==> src/include/rcd_pkg.sv <==
// constants, encodings and types shared by the core and its arithmetic unit
package rcd_pkg;
   // timing: one instruction cycle holds this many oscillator phases
   localparam int RCD_CLK_MHZ       = 40;
   localparam int RCD_REF_OSC_MHZ   = 20;
   localparam int RCD_REF_INSTR_NS  = 200;
   localparam int RCD_PHASES        = RCD_REF_INSTR_NS * RCD_REF_OSC_MHZ / 1000;

   // widths of the two independent buses
   localparam int RCD_IW  = 14;
   localparam int RCD_DW  = 8;
   localparam int RCD_PCW = 13;
   localparam int RCD_AW  = 8;

   // instruction layout
   localparam int         RCD_OP_HI   = 13;
   localparam int         RCD_OP_LO   = 8;
   localparam int         RCD_DEST    = 7;
   localparam logic [2:0] RCD_GOTO_PX = 3'h5;

   // opcodes, byte-oriented (file) group
   localparam logic [5:0] OP_MOVWF = 6'h00;
   localparam logic [5:0] OP_CLR   = 6'h01;
   localparam logic [5:0] OP_SUBWF = 6'h02;
   localparam logic [5:0] OP_DEC   = 6'h03;
   localparam logic [5:0] OP_IOR   = 6'h04;
   localparam logic [5:0] OP_AND   = 6'h05;
   localparam logic [5:0] OP_XOR   = 6'h06;
   localparam logic [5:0] OP_ADD   = 6'h07;
   localparam logic [5:0] OP_MOVF  = 6'h08;
   localparam logic [5:0] OP_COM   = 6'h09;
   localparam logic [5:0] OP_INC   = 6'h0A;
   localparam logic [5:0] OP_RRF   = 6'h0B;
   localparam logic [5:0] OP_RLF   = 6'h0C;
   localparam logic [5:0] OP_SWAP  = 6'h0D;
   // literal group
   localparam logic [5:0] OP_MOVLW = 6'h10;
   localparam logic [5:0] OP_IORLW = 6'h11;
   localparam logic [5:0] OP_ANDLW = 6'h12;
   localparam logic [5:0] OP_XORLW = 6'h13;
   localparam logic [5:0] OP_SUBLW = 6'h14;
   localparam logic [5:0] OP_ADDLW = 6'h15;
   localparam logic [13:0] RCD_NOP = 14'h0E00;

   // special function register addresses, same in both banks
   localparam logic [6:0] ADR_INDF   = 7'h00;
   localparam logic [6:0] ADR_PCL    = 7'h02;
   localparam logic [6:0] ADR_STATUS = 7'h03;
   localparam logic [6:0] ADR_FSR    = 7'h04;
   localparam logic [6:0] ADR_PCLATH = 7'h0A;

   // status register fields and reset values
   localparam int         ST_C    = 0;
   localparam int         ST_DC   = 1;
   localparam int         ST_Z    = 2;
   localparam int         ST_BANK = 5;
   localparam logic [7:0]  RCD_STATUS_RST = 8'h00;
   localparam logic [12:0] RCD_PC_RST     = 13'h0000;

   typedef enum logic [1:0] {
      RCD_PH1 = 2'h0,
      RCD_PH2 = 2'h1,
      RCD_PH3 = 2'h3,
      RCD_PH4 = 2'h2
   } rcd_phase_t;

   typedef enum logic [3:0] {
      ALU_ADD, ALU_SUB, ALU_AND, ALU_IOR, ALU_XOR, ALU_PASSB, ALU_PASSA,
      ALU_COM, ALU_INC, ALU_DEC, ALU_RRF, ALU_RLF, ALU_SWAP, ALU_CLR
   } rcd_alu_op_t;

   typedef struct packed {
      rcd_alu_op_t op;
      logic        lit;
      logic        rd;
      logic        to_f;
      logic        to_w;
      logic        fc;
      logic        fdc;
      logic        fz;
      logic        jump;
   } rcd_dec_t;
endpackage

==> src/hdl/rcd_alu.sv <==
// 8-bit two's complement arithmetic and logic unit
`timescale 1ns/1ps
module rcd_alu import rcd_pkg::*; (
   input rcd_alu_op_t op,
   input logic [7:0] a,
   input logic [7:0] b,
   input logic       c_in,
   output logic [7:0] y,
   output logic       c_out,
   output logic       dc_out,
   output logic       z_out
);
   logic [8:0] sum;
   logic [4:0] nib;

   // a is the accumulator, b the file or literal operand
   always_comb begin
      sum = {1'b0, a} + {1'b0, b};
      nib = {1'b0, a[3:0]} + {1'b0, b[3:0]};
      y = b;
      c_out = c_in;
      dc_out = 1'b0;
      case (op)
         ALU_ADD: begin
            y = sum[7:0];
            c_out = sum[8];
            dc_out = nib[4];
         end
         ALU_SUB: begin
            y = b - a;
            c_out = (b >= a);                 // set means no borrow
            dc_out = (b[3:0] >= a[3:0]);      // set means no nibble borrow
         end
         ALU_AND:   y = a & b;
         ALU_IOR:   y = a | b;
         ALU_XOR:   y = a ^ b;
         ALU_PASSB: y = b;
         ALU_PASSA: y = a;
         ALU_COM:   y = ~b;
         ALU_INC:   y = b + 8'h01;
         ALU_DEC:   y = b - 8'h01;
         ALU_RRF: begin
            y = {c_in, b[7:1]};
            c_out = b[0];
         end
         ALU_RLF: begin
            y = {b[6:0], c_in};
            c_out = b[7];
         end
         ALU_SWAP:  y = {b[3:0], b[7:4]};
         ALU_CLR:   y = 8'h00;
         default:   y = b;
      endcase
      z_out = (y == 8'h00);
   end
endmodule

==> src/hdl/rcd_core.sv <==
// microcontroller core: four-phase sequencer, two-stage pipeline, register file access
//
// Functional notes
// RULE_01: program fetch and data access use separate buses, concurrently in one cycle.
// RULE_02: every instruction is one 14-bit word fetched whole in one cycle.
// RULE_03: next fetch overlaps current execution; one instruction per instruction cycle.
// RULE_04: special registers, program counter included, sit in the data address space.
// RULE_05: any operation works on any register, directly or through the pointer.
// RULE_06: 8-bit unit does add, subtract, shift and logic with accumulator.
// RULE_07: arithmetic is two's complement.
// RULE_08: two-operand forms use accumulator plus file register or literal.
// RULE_09: single-operand forms act on accumulator or one file register.
// RULE_10: accumulator is 8 bits and has no data address.
// RULE_11: carry, digit carry, zero updated per instruction; otherwise left alone.
// RULE_12: in subtraction carry and digit carry report borrows, active low.
// RULE_13: in RC mode the clock output runs at a quarter of oscillator rate.
// RULE_14: master clear held low keeps the core in reset.
// RULE_15: four phases per cycle; counter steps in phase one, fetch latched phase four.
// RULE_16: operand read in phase two, destination written in phase four.
// RULE_17: a change of program counter costs two cycles; prefetched word is dropped.
// RULE_18: zero flag set on an all-zero result, cleared otherwise.
`timescale 1ns/1ps
module rcd_core import rcd_pkg::*; (
   input  logic        clk,
   input  logic        sys_rst,
   input  logic        master_clear_n,
   input  logic        rc_mode,
   input  logic [13:0] prog_data,
   input  logic [7:0]  data_rdata,
   output logic [12:0] prog_addr,
   output logic [7:0]  data_addr,
   output logic        data_rd_en,
   output logic        data_wr_en,
   output logic [7:0]  data_wdata,
   output logic        instruction_rate_clock_out,
   output logic [7:0]  acc_out,
   output logic [7:0]  status_out
);
   typedef struct packed {
      rcd_phase_t  q;
      logic        master_clear_n_s1;
      logic        master_clear_n_s2;
      logic [12:0] pc;
      logic [13:0] ir;
      logic [7:0]  w;
      logic [7:0]  status;
      logic [7:0]  fsr;
      logic [4:0]  pclath;
      logic [12:0] paddr;
      logic [7:0]  daddr;
      logic        rd;
      logic        wr;
      logic [7:0]  wdata;
      logic [7:0]  res;
      logic        c;
      logic        dc;
      logic        z;
      logic        ck;
   } rcd_core_state_t;

   localparam rcd_core_state_t CORE_RST = '{q: RCD_PH1, pc: RCD_PC_RST, ir: RCD_NOP,
                                             status: RCD_STATUS_RST, default: '0};

   rcd_core_state_t st_reg;
   rcd_core_state_t st_next;
   rcd_dec_t        d;
   logic [7:0]      ea;
   logic            ext;
   logic [7:0]      sfr_val;
   logic [7:0]      opnd;
   logic [7:0]      alu_y;
   logic            alu_c;
   logic            alu_dc;
   logic            alu_z;
   logic            pcl_wr;
   logic            phase_one;
   logic            phase_two;
   logic            phase_three;
   logic            phase_four;

   // sets the unit operation and the {carry, digit carry, zero} update mask together
   function automatic rcd_dec_t rcd_pick(input rcd_dec_t r, input rcd_alu_op_t op,
                                         input logic [2:0] f);
      rcd_dec_t t;
      t = r;
      t.op = op;
      t.fc = f[2];
      t.fdc = f[1];
      t.fz = f[0];
      return t;
   endfunction

   // instruction decode; the 14-bit word carries all operands
   function automatic rcd_dec_t rcd_decode(input logic [13:0] i);
      rcd_dec_t r;
      r = '{op: ALU_PASSB, default: '0};
      r.to_f = i[RCD_DEST];
      r.to_w = !i[RCD_DEST];
      r.rd = 1'b1;
      if (i[13:11] == RCD_GOTO_PX) begin
         r.jump = 1'b1;
         r.to_f = 1'b0;
         r.to_w = 1'b0;
         r.rd = 1'b0;
      end else begin
         case (i[RCD_OP_HI:RCD_OP_LO])
            OP_MOVWF: begin
               r.op = ALU_PASSA;
               r.to_f = 1'b1;
               r.to_w = 1'b0;
               r.rd = 1'b0;
            end
            OP_CLR: begin
               r.op = ALU_CLR;
               r.rd = 1'b0;
               r.fz = 1'b1;
            end
            OP_SUBWF: r = rcd_pick(r, ALU_SUB, 3'h7);
            OP_ADD:   r = rcd_pick(r, ALU_ADD, 3'h7);
            OP_DEC:   r = rcd_pick(r, ALU_DEC, 3'h1);
            OP_INC:   r = rcd_pick(r, ALU_INC, 3'h1);
            OP_IOR:   r = rcd_pick(r, ALU_IOR, 3'h1);
            OP_AND:   r = rcd_pick(r, ALU_AND, 3'h1);
            OP_XOR:   r = rcd_pick(r, ALU_XOR, 3'h1);
            OP_MOVF:  r = rcd_pick(r, ALU_PASSB, 3'h1);
            OP_COM:   r = rcd_pick(r, ALU_COM, 3'h1);
            OP_RRF:   r = rcd_pick(r, ALU_RRF, 3'h4);
            OP_RLF:   r = rcd_pick(r, ALU_RLF, 3'h4);
            OP_SWAP:  r.op = ALU_SWAP;
            OP_MOVLW, OP_IORLW, OP_ANDLW, OP_XORLW, OP_SUBLW, OP_ADDLW: begin
               r.lit = 1'b1;
               r.rd = 1'b0;
               r.to_f = 1'b0;
               r.to_w = 1'b1;
               case (i[RCD_OP_HI:RCD_OP_LO])
                  OP_IORLW: r = rcd_pick(r, ALU_IOR, 3'h1);
                  OP_ANDLW: r = rcd_pick(r, ALU_AND, 3'h1);
                  OP_XORLW: r = rcd_pick(r, ALU_XOR, 3'h1);
                  OP_SUBLW: r = rcd_pick(r, ALU_SUB, 3'h7);
                  OP_ADDLW: r = rcd_pick(r, ALU_ADD, 3'h7);
                  default:  r.op = ALU_PASSB;
               endcase
            end
            default: begin
               r.to_f = 1'b0;
               r.to_w = 1'b0;
               r.rd = 1'b0;
            end
         endcase
      end
      return r;
   endfunction

   // true for addresses served by the core's own special registers
   function automatic logic rcd_sfr_hit(input logic [6:0] a);
      return (a == ADR_INDF) || (a == ADR_PCL) || (a == ADR_STATUS) ||
             (a == ADR_FSR) || (a == ADR_PCLATH);
   endfunction

   // operand addressing: the pointer register stands in for address zero
   assign d = rcd_decode(st_reg.ir);                                      // RULE_02
   assign ea = (st_reg.ir[6:0] == ADR_INDF) ? st_reg.fsr
             : {st_reg.status[ST_BANK], st_reg.ir[6:0]};                  // RULE_05
   assign ext = !rcd_sfr_hit(ea[6:0]);
   assign pcl_wr = d.to_f && !ext && (ea[6:0] == ADR_PCL);
   assign phase_one = (st_reg.q == RCD_PH1);
   assign phase_two = (st_reg.q == RCD_PH2);
   assign phase_three = (st_reg.q == RCD_PH3);
   assign phase_four = (st_reg.q == RCD_PH4);

   // special registers read through the data space
   always_comb begin
      case (ea[6:0])
         ADR_PCL:    sfr_val = st_reg.pc[7:0];                            // RULE_04
         ADR_STATUS: sfr_val = st_reg.status;
         ADR_FSR:    sfr_val = st_reg.fsr;
         ADR_PCLATH: sfr_val = {3'h0, st_reg.pclath};
         default:    sfr_val = 8'h00;
      endcase
   end

   // second operand: literal or file register; first is always the accumulator
   assign opnd = d.lit ? st_reg.ir[7:0] : (ext ? data_rdata : sfr_val);   // RULE_08 RULE_09

   rcd_alu u_alu (
      .op     (d.op),
      .a      (st_reg.w),
      .b      (opnd),
      .c_in   (st_reg.status[ST_C]),
      .y      (alu_y),
      .c_out  (alu_c),
      .dc_out (alu_dc),
      .z_out  (alu_z)
   );                                                                     // RULE_06 RULE_07

   // phase sequencer, fetch and execute pipeline
   always_comb begin
      st_next = st_reg;
      st_next.master_clear_n_s1 = master_clear_n;
      st_next.master_clear_n_s2 = st_reg.master_clear_n_s1;
      // mode decided once per cycle, so a change never leaves a short pulse
      st_next.ck = (phase_two && rc_mode) || (phase_three && st_reg.ck);  // RULE_13
      case (st_reg.q)
         RCD_PH1: begin
            st_next.q = RCD_PH2;
            st_next.paddr = st_reg.pc;                                    // RULE_01
            st_next.pc = st_reg.pc + 13'h0001;                            // RULE_15
            st_next.daddr = ea;
            st_next.rd = d.rd && ext;                                     // RULE_16
         end
         RCD_PH2: begin
            st_next.q = RCD_PH3;
            st_next.rd = 1'b0;
         end
         RCD_PH3: begin
            st_next.q = RCD_PH4;
            st_next.res = alu_y;
            st_next.c = alu_c;
            st_next.dc = alu_dc;
            st_next.z = alu_z;
            st_next.wr = d.to_f && ext;                                   // RULE_16
            st_next.wdata = alu_y;
         end
         RCD_PH4: begin
            st_next.q = RCD_PH1;
            st_next.wr = 1'b0;
            if (d.to_w) begin
               st_next.w = st_reg.res;                                    // RULE_10
            end
            if (d.to_f && !ext) begin
               case (ea[6:0])
                  ADR_PCL:    st_next.pc = {st_reg.pclath, st_reg.res};   // RULE_04
                  ADR_STATUS: st_next.status = st_reg.res;
                  ADR_FSR:    st_next.fsr = st_reg.res;
                  ADR_PCLATH: st_next.pclath = st_reg.res[4:0];
                  default:    st_next.fsr = st_reg.fsr;
               endcase
            end
            // flags from the unit override a plain write of the status byte
            if (d.fc) begin
               st_next.status[ST_C] = st_reg.c;                           // RULE_11 RULE_12
            end
            if (d.fdc) begin
               st_next.status[ST_DC] = st_reg.dc;                         // RULE_11 RULE_12
            end
            if (d.fz) begin
               st_next.status[ST_Z] = st_reg.z;                           // RULE_18
            end
            if (d.jump) begin
               st_next.pc = {st_reg.pclath[4:3], st_reg.ir[10:0]};
            end
            // prefetched word dropped when the flow changes
            st_next.ir = (d.jump || pcl_wr) ? RCD_NOP : prog_data;        // RULE_03 RULE_17
         end
         default: st_next.q = RCD_PH1;
      endcase
      // master clear held low keeps everything but the synchroniser in reset
      if (!st_reg.master_clear_n_s2) begin
         st_next = CORE_RST;                                              // RULE_14
         st_next.master_clear_n_s1 = master_clear_n;
         st_next.master_clear_n_s2 = st_reg.master_clear_n_s1;
      end
   end

   // state register
   always_ff @(posedge clk) begin
      if (sys_rst) begin
         st_reg <= CORE_RST;
      end else begin
         st_reg <= st_next;
      end
   end

   // outputs straight from state
   assign prog_addr = st_reg.paddr;
   assign data_addr = st_reg.daddr;
   assign data_rd_en = st_reg.rd;
   assign data_wr_en = st_reg.wr;
   assign data_wdata = st_reg.wdata;
   assign instruction_rate_clock_out = st_reg.ck;
   assign acc_out = st_reg.w;
   assign status_out = st_reg.status;
endmodule

==> config.mk <==
export PLATFORM = sky130hd
export DESIGN_NAME = rcd_core
export DESIGN_NICKNAME = d
export VERILOG_FILES = /design/src/include/rcd_pkg.sv /design/src/hdl/rcd_alu.sv /design/src/hdl/rcd_core.sv
export SDC_FILE = /design/constraint.sdc
export NUM_CORES = 1
export LEC_CHECK = 0
export BUFFER_PORTS_ARGS = -buffer_cell sky130_fd_sc_hd__buf_2
export CAP_MARGIN = 20
export CELL_PAD_IN_SITES_DETAIL_PLACEMENT = 1
export CELL_PAD_IN_SITES_GLOBAL_PLACEMENT = 2
export CORE_MARGIN = 5
export CORE_UTILIZATION = 31
export DETAILED_ROUTE_END_ITERATION = 8
export GPL_TIMING_DRIVEN = 0
export PLACE_DENSITY = 0.75
export SYNTH_ARGS = -nofsm -noshare
export SYNTH_HDL_FRONTEND = slang
export SYNTH_SLANG_ARGS = --single-unit
==> constraint.sdc <==
create_clock -name clk -period 4.8 [get_ports clk]
set_input_delay 0.48 -clock clk [delete_from_list [all_inputs] [get_ports clk]]
set_output_delay 0.48 -clock clk [all_outputs]
set_load 0.01 [all_outputs]
After elaboration in Yosys (flattened, before gate mapping)
Index checks and enable logic that the tools add are counted.
W data, S select, Z words.
{"block": "totals", "reg_bits": 95, "latchBits": 0, "ram_bits": 0, "rom_bits": 0, "input_bits": 26, "out_inout_bits": 48, "wordCells": 156, "n_memories": 0}
{"block": "classes", "addsub": 6, "n_mul": 0, "n_div": 0, "n_lt_le_gt_ge": 2, "n_eq_ne": 41, "n_shift": 0, "n_mux": 35, "bitwise_logic": 5, "n_reduce_logical": 46}
{"op": "$pmux W8 S13", "n": 1}
{"op": "$pmux W4 S14", "n": 1}
{"op": "$mux W8", "n": 5}
{"op": "$mux W13", "n": 3}
{"op": "$eq A6 B4 Y1 const B", "n": 6}
{"op": "$eq A6 B5 Y1 const B", "n": 6}
{"op": "$pmux W8 S4", "n": 1}
{"op": "$pmux W13 S2", "n": 1}
{"op": "$eq A4 B4 Y1 const B", "n": 6}
{"op": "$eq A6 B3 Y1 const B", "n": 4}
{"op": "$mux W21", "n": 1}
{"op": "$reduce_and A3 Y1", "n": 7}
{"op": "$reduce_bool A2 Y1", "n": 9}
{"op": "$pmux W3 S5", "n": 1}
{"op": "$eq A7 B2 Y1 const B", "n": 2}
{"op": "$logic_not A7 Y1", "n": 2}
{"op": "$mux W14", "n": 1}
{"op": "$add A13 B1 Y13 const B", "n": 1}
{"op": "$reduce_or A13 Y1", "n": 1}
{"op": "$eq A4 B3 Y1 const B", "n": 3}
{"op": "$eq A6 B2 Y1 const B", "n": 2}
{"op": "$pmux W2 S3", "n": 2}
{"op": "$reduce_or A12 Y1", "n": 1}
{"op": "$mux W5", "n": 2}
{"op": "39 further kinds", "n": 66}

Depth between registers and ports, before layout
{"block": "depth", "ltp_word": 12, "ltp_mapped": 21, "ltp_nobuf": 19}

Hierarchy
Synthesis repeated with hierarchy kept, for this count alone.
{"block": "hier_totals", "hier_cells": 967, "hier_area_um2": 7404.6}
{"module": "rcd_core", "n_inst": 1, "cells_per_inst": 637, "area_each_um2": 5228.8, "seq_area_each_um2": 1901.8}
{"module": "rcd_alu", "n_inst": 1, "cells_per_inst": 330, "area_each_um2": 2175.8, "seq_area_each_um2": 0.0}

Least setup slack after synthesis
OpenSTA, ideal clock, no wires.
{"block": "synth_path", "path_kind": "flip-flop to flip-flop", "startpoint": "register st_reg[74] (netlist name)", "endpoint": "register st_reg[11] (netlist name)", "setup_time_ps": 128, "arrival_ps": 4382, "t_required_ps": 4672, "setup_slack_ps": 290, "path_stages_with_launch": 19, "n_path_buf": 2, "synth_period_minus_slack_ps": 4510, "cell_sequence": "dfxtp_1 -> buf_6 -> nor4_4 -> a2bb2oi_1 -> o311ai_1 -> a211o_1 -> a211o_1 -> a21boi_0 -> ha_1 -> clkbuf_1 -> nor3b_1 -> o31ai_1 -> a21oi_1 -> o41a_1 -> xnor2_1 -> o22ai_1 -> or4_1 -> a41oi_1 -> nor2_1"}
{"block": "synth_between", "elab_chain_cells": 11, "word_cells_on_any_way": 23, "classes_between": "add/sub (4); eq/ne (4); mux (5); bitwise (4); reduce/logical (6)"}
{"item": "start, declared", "line_no": "rcd_core.sv:64", "rtl": "rcd_core_state_t st_reg;"}
{"item": "start signal, assigned", "line_no": "rcd_core.sv:270", "rtl": "st_reg <= st_next;"}
{"item": "$logic_not A7 Y1", "line_no": "rcd_core.sv:162", "rtl": "assign ea = (st_reg.ir[6:0] == ADR_INDF) ? st_reg.fsr"}
{"item": "$mux W8", "line_no": "rcd_core.sv:162"}
{"item": "$eq A7 B2 Y1 / $logic_not A7 Y1 (equally long branches)", "line_no": "rcd_core.sv:156, rcd_core.sv:173"}
{"item": "$logic_or A1 B1 Y1 (3 in series)", "line_no": "rcd_core.sv:156", "rtl": "return (a == ADR_INDF) || (a == ADR_PCL) || (a == ADR_STATUS) ||"}
{"item": "$logic_or A1 B1 Y1", "line_no": "rcd_core.sv:157", "rtl": "(a == ADR_FSR) || (a == ADR_PCLATH);"}
{"item": "$mux W8", "line_no": "rcd_core.sv:183", "rtl": "assign opnd = d.lit ? st_reg.ir[7:0] : (ext ? data_rdata : sfr_val);"}
{"item": "$mux W8 *", "line_no": "rcd_core.sv:183"}
{"item": "$sub A8 B1 Y8 (tied with other cells)", "line_no": "rcd_alu.sv:41", "rtl": "ALU_DEC: y = b - 8'h01;"}
{"item": "$pmux W8 S13 *", "line_no": "rcd_alu.sv:23", "rtl": "case (op)"}
Mark *: on every way between the ends. The rest lies on a longest branch, timed or not.
A chain may end at the register's enable or synchronous reset.

Worst setup path after layout
{"block": "layout_path", "startpoint": "register st_reg[78] (netlist name)", "endpoint": "register st_reg[1] (netlist name)"}
{"block": "layout_between", "elab_chain_cells": 12, "word_cells_on_any_way": 24, "classes_between": "add/sub (4); eq/ne (4); mux (5); bitwise (4); reduce/logical (7)"}
{"item": "$logic_not A7 Y1", "line_no": "rcd_core.sv:162"}
{"item": "$mux W8", "line_no": "rcd_core.sv:162"}
{"item": "$eq A7 B2 Y1 / $logic_not A7 Y1 (equally long branches)", "line_no": "rcd_core.sv:156, rcd_core.sv:173"}
{"item": "$logic_or A1 B1 Y1 (3 in series)", "line_no": "rcd_core.sv:156"}
{"item": "$logic_or A1 B1 Y1", "line_no": "rcd_core.sv:157"}
{"item": "$mux W8", "line_no": "rcd_core.sv:183"}
{"item": "$mux W8 *", "line_no": "rcd_core.sv:183"}
{"item": "$sub A8 B1 Y8 (tied with other cells)", "line_no": "rcd_alu.sv:41"}
{"item": "$pmux W8 S13 *", "line_no": "rcd_alu.sv:23"}
{"item": "$logic_not A8 Y1 *", "line_no": "rcd_alu.sv:54", "rtl": "z_out = (y == 8'h00);"}
Marked as above.

==> key figures <==
Setup path
  – Worst EP arrival: 5010 ps
  – Crit path required time: 5080 ps
  – Crit path kind: register to register
  – CP Max Fanout: 10
  – CP Capture Type: register
  – Critical Path Source Type: register
  – CP max-delay cell: or4_4
  – CP cell instances: clkbuf_2, nor3_1, nand2_1, nand2_1, a211o_4, a211o_4, a21boi_4, ha_4, nor2b_2, o31ai_2, a21oi_2, o41a_1, xnor2_1, o22ai_1, or4_4, a31o_1, o32ai_2
  – Crit-path max cell delay: 580 ps

Flow run
  – # Max-Cap Violations: 0

Power and ir drop
  – NetSw: 382.0 uW
  – Switching Share: 0.2374
  – Peak supply drop: 0.0001418 V
  – Clock share of power: 0.484
  – P_leak: 0.003537 uW
  – Internal power: 1228 uW
  – Power share of the combinational group: 0.026
  – Share of power burned in registers: 0.491
  – PD cells: 181.4 nW/um^2

Timing
  – Final hold vios: 0
  – Clk_skew: 11.13 ps
  – Slew margin rel.: 0.2536
  – Final period utilization: 0.9852
  – Fmax: 0.2115 GHz
  – RSZ-0062 raised after global routing: yes
  – Slew @ Worst Pin: 1110 ps
  – Final setup fails: 0
  – Final min period: 4729 ps
  – Final Max Slew Viols: 0

Cells and area
  – Layout Nets: 1,145
  – Multi-input gate area: 4926 sq um
  – Fraction of layout cells with a size suffix above 1: 0.2335
  – Fin util: 0.3907
  – Filler cell count: 2,816
  – Non-filler instance count after layout: 1,373
  – Area grow syn2layout: 23.88%
  – Max reg flops: 55
  – Sequential cell area: 1904 sq um
  – ANT cells: 0

Global routing
  – Grt total ovfl: 0
  – Initial antenna violation count: 0
  – GRT Total Usage: 0.2291
  – Vias in the first global route: 7,665
  – Pin count of the biggest net entering global routing: 17
  – First-pass GRT wire length: 46,580 um

Drt
  – Pre-Repair DR Iteration Count: 5
  – DRC: 0
  – Total length of routed wires: 31,420 um
  – Vias per cell: 5.751
  – Detailed Route Iter0 Violations: 765
  – ANT nets after route: 0
  – Total number of vias: 7,896
  – Wire length per cell: 22.88 um

Synth
  – Synth top area share: 0.2655
  – Synth Cell Area: 7162 sq um
  – Area leader, netlist: dfxtp_1
  – Top-count cell post-synth: nand2_1
  – Most used DFF post-synth: dfxtp_1
  – Netlist cell types: 80
  – Commonest cells in the netlist: nand2_1, nor2_1, dfxtp_1
  – Syn Inst Count: 965
  – Synth Area per Inst: 7.422 sq um
  – Sequential cell area fraction in the yosys report: 0.2655
  – Synth top area cells: dfxtp_1, nand2_1, ha_1
  – Yosys reg bits: 95
  – Syn Nets: 1,027
  – Post-synth EDFFs: 0
  – Post-synth ARST share: 0
  – Synthesis Warnings: 0

Floorplanning
  – Width of the die: 162.0 um
  – Core box area: 22,710 sq um
  – Die footprint: 26,240 sq um
  – Row count: 55
  – Die Ht: 162.0 um
  – IO Pins: 74
  – Initial Utilization: 0.3154

Placed design
  – DP HPWL: 23,830 um
  – Number of I/O port buffers: 73
  – Final Wtd Congestion: 0.9673
  – Cells after DPL: 1,324

Clock network
  – Later-pin clock latency in the skew report: 360 ps
  – Clock Tree Root: clkbuf_16
  – Num CTS Buffers: 9
  – CTS tree: built
  – H-tree levels: 3
  – CTS sink cnt: 95
  – Clk pin slew, worst setup/hold paths: 70 ps
  – Clock Tree Buf Depth: 2

Worst hold path
  – Worst hold path type: input pin to register

Run status
  – Outcome: finished, final reports clean
==> kinds of logic (layout without fill, tap and decap cells) <==
group | after synthesis | in the layout | share of synthesized area
fa+ha+maj | 36 | 36 | 0.06604
mux | 33 | 33 | 0.04630
flops | 95 | 95 | 0.2655
compound gates | 288 | 288 | 0.2675
buf+inv | 136 | 259 | 0.09941
xor+xnor | 9 | 9 | 0.01101
simple gates | 368 | 368 | 0.2442
==> cells in the final DEF, fill, tap and decap left out, types with 5 or more instances in the layout <==
master     netlist  layout
ha_1            33      27
clkbuf_1        49      43
nor2_1         110     107
nand3_1         34      33
a22oi_1          9       9
o21ai_0         59      52
nor3b_2          0       5
ha_4             0       5
buf_4           47      81
dfxtp_1         95      93
o21a_1           6       6
nor3_1          22      20
clkbuf_16        0       9
o22ai_1          9       9
a21o_1           8       8
o21ai_1          2       7
and3_1           7       7
o21bai_1         7       7
nor2b_1         10       9
mux2i_1         32      32
nor3b_1         11       6
xnor2_1          5       5
inv_1           32      30
a211oi_1        24      20
a31oi_1          7       6
nand4_1         13      13
a21oi_1         79      75
o211ai_1         9       9
a221oi_1         9       8
and2_1          12      12
nand2b_1         6       6
buf_2            2      75
nand2_1        111     110
==> worst max-delay path, delay by kind of cell, from the launching register on <==
family                   cells  cell delay (ps)
AO/OA/AOI/OAI                9             2070
AND/OR/NAND/NOR              5             1130
flip-flops                   1              540
buffers and inverters        1              360
adder cells (fa/ha/maj)      1              330
XOR/XNOR                     1              210
==> routing by layer <==
metal | vias to the layer above | global-route usage | share of wire
met5 | - | 0 | 0
met4 | 0 | 0.04998 | 0.023
met3 | 59 | 0.03172 | 0.054
met2 | 275 | 0.3664 | 0.45
met1 | 3889 | 0.3289 | 0.47
li1 | 3673 | - | -
==> final cells by class <==
type / count / share of cell area
plain buffers: 100 / 0.06769
well taps: 285 / 0.04019
multi-input cells: 734 / 0.5552
flip-flops and latches: 95 / 0.2146
clock buffers: 11 / 0.02736
inverters: 33 / 0.01396
repair buffers: 110 / 0.07361
clock inverters: 5 / 0.007333
==> what timing repair did <==
item                                    CTS  global route
cloned                                    0             0
hold buffers                              0             0
gates resized for setup                  44            48
buffers inserted                         12            24
pin swaps                                 8            28
endpoints found under the setup margin   10             6
==> power groups by stage <==
| stage | Clock (uW) | Sequential (uW) | Combinational (uW) |
|---|---|---|---|
| 4_1_cts | 791 | 790 | 41.2 |
| 6_report | 778 | 790 | 41.3 |
| 2_1_floorplan | 0 | 808 | 16.6 |
| 5_1_grt | 824 | 790 | 44.5 |
| 3_5_place_dp | 0 | 809 | 40.3 |
| 3_3_place_gp | 0 | 808 | 40.1 |
==> path summary, 6_finish.rpt <==
path	slack (ps)	cells after the start	from	to
setup / recovery	70	17	st_reg[78]	st_reg[1]
hold / removal	310	2	sys_rst	st_reg[99]
setup reg to reg	70	17	st_reg[78]	st_reg[1]
hold reg to reg	440	1	st_reg[100]	st_reg[99]
==> stage by stage <==
stage / TNS (ps) / hold WS [ps] / setup WS (ps) / total power, uW / instance area [sq um]
after global placement: -7878 / 419.4 / -1211 / 848.6 / 7884
after CTS: -8.199 / 309.9 / -7.582 / 1622 / 8482
after global routing: -124.7 / 314.8 / -46.62 / 1658 / 8872
final: 0 / 312.1 / 71.09 / 1610 / 8872
after detailed placement: -7858 / 431.1 / -1198 / 848.9 / 7894
after floorplan: 0 / 413.8 / 290.1 / 824.7 / 7162
No activity file was read; power rests on OpenSTA's default activity.
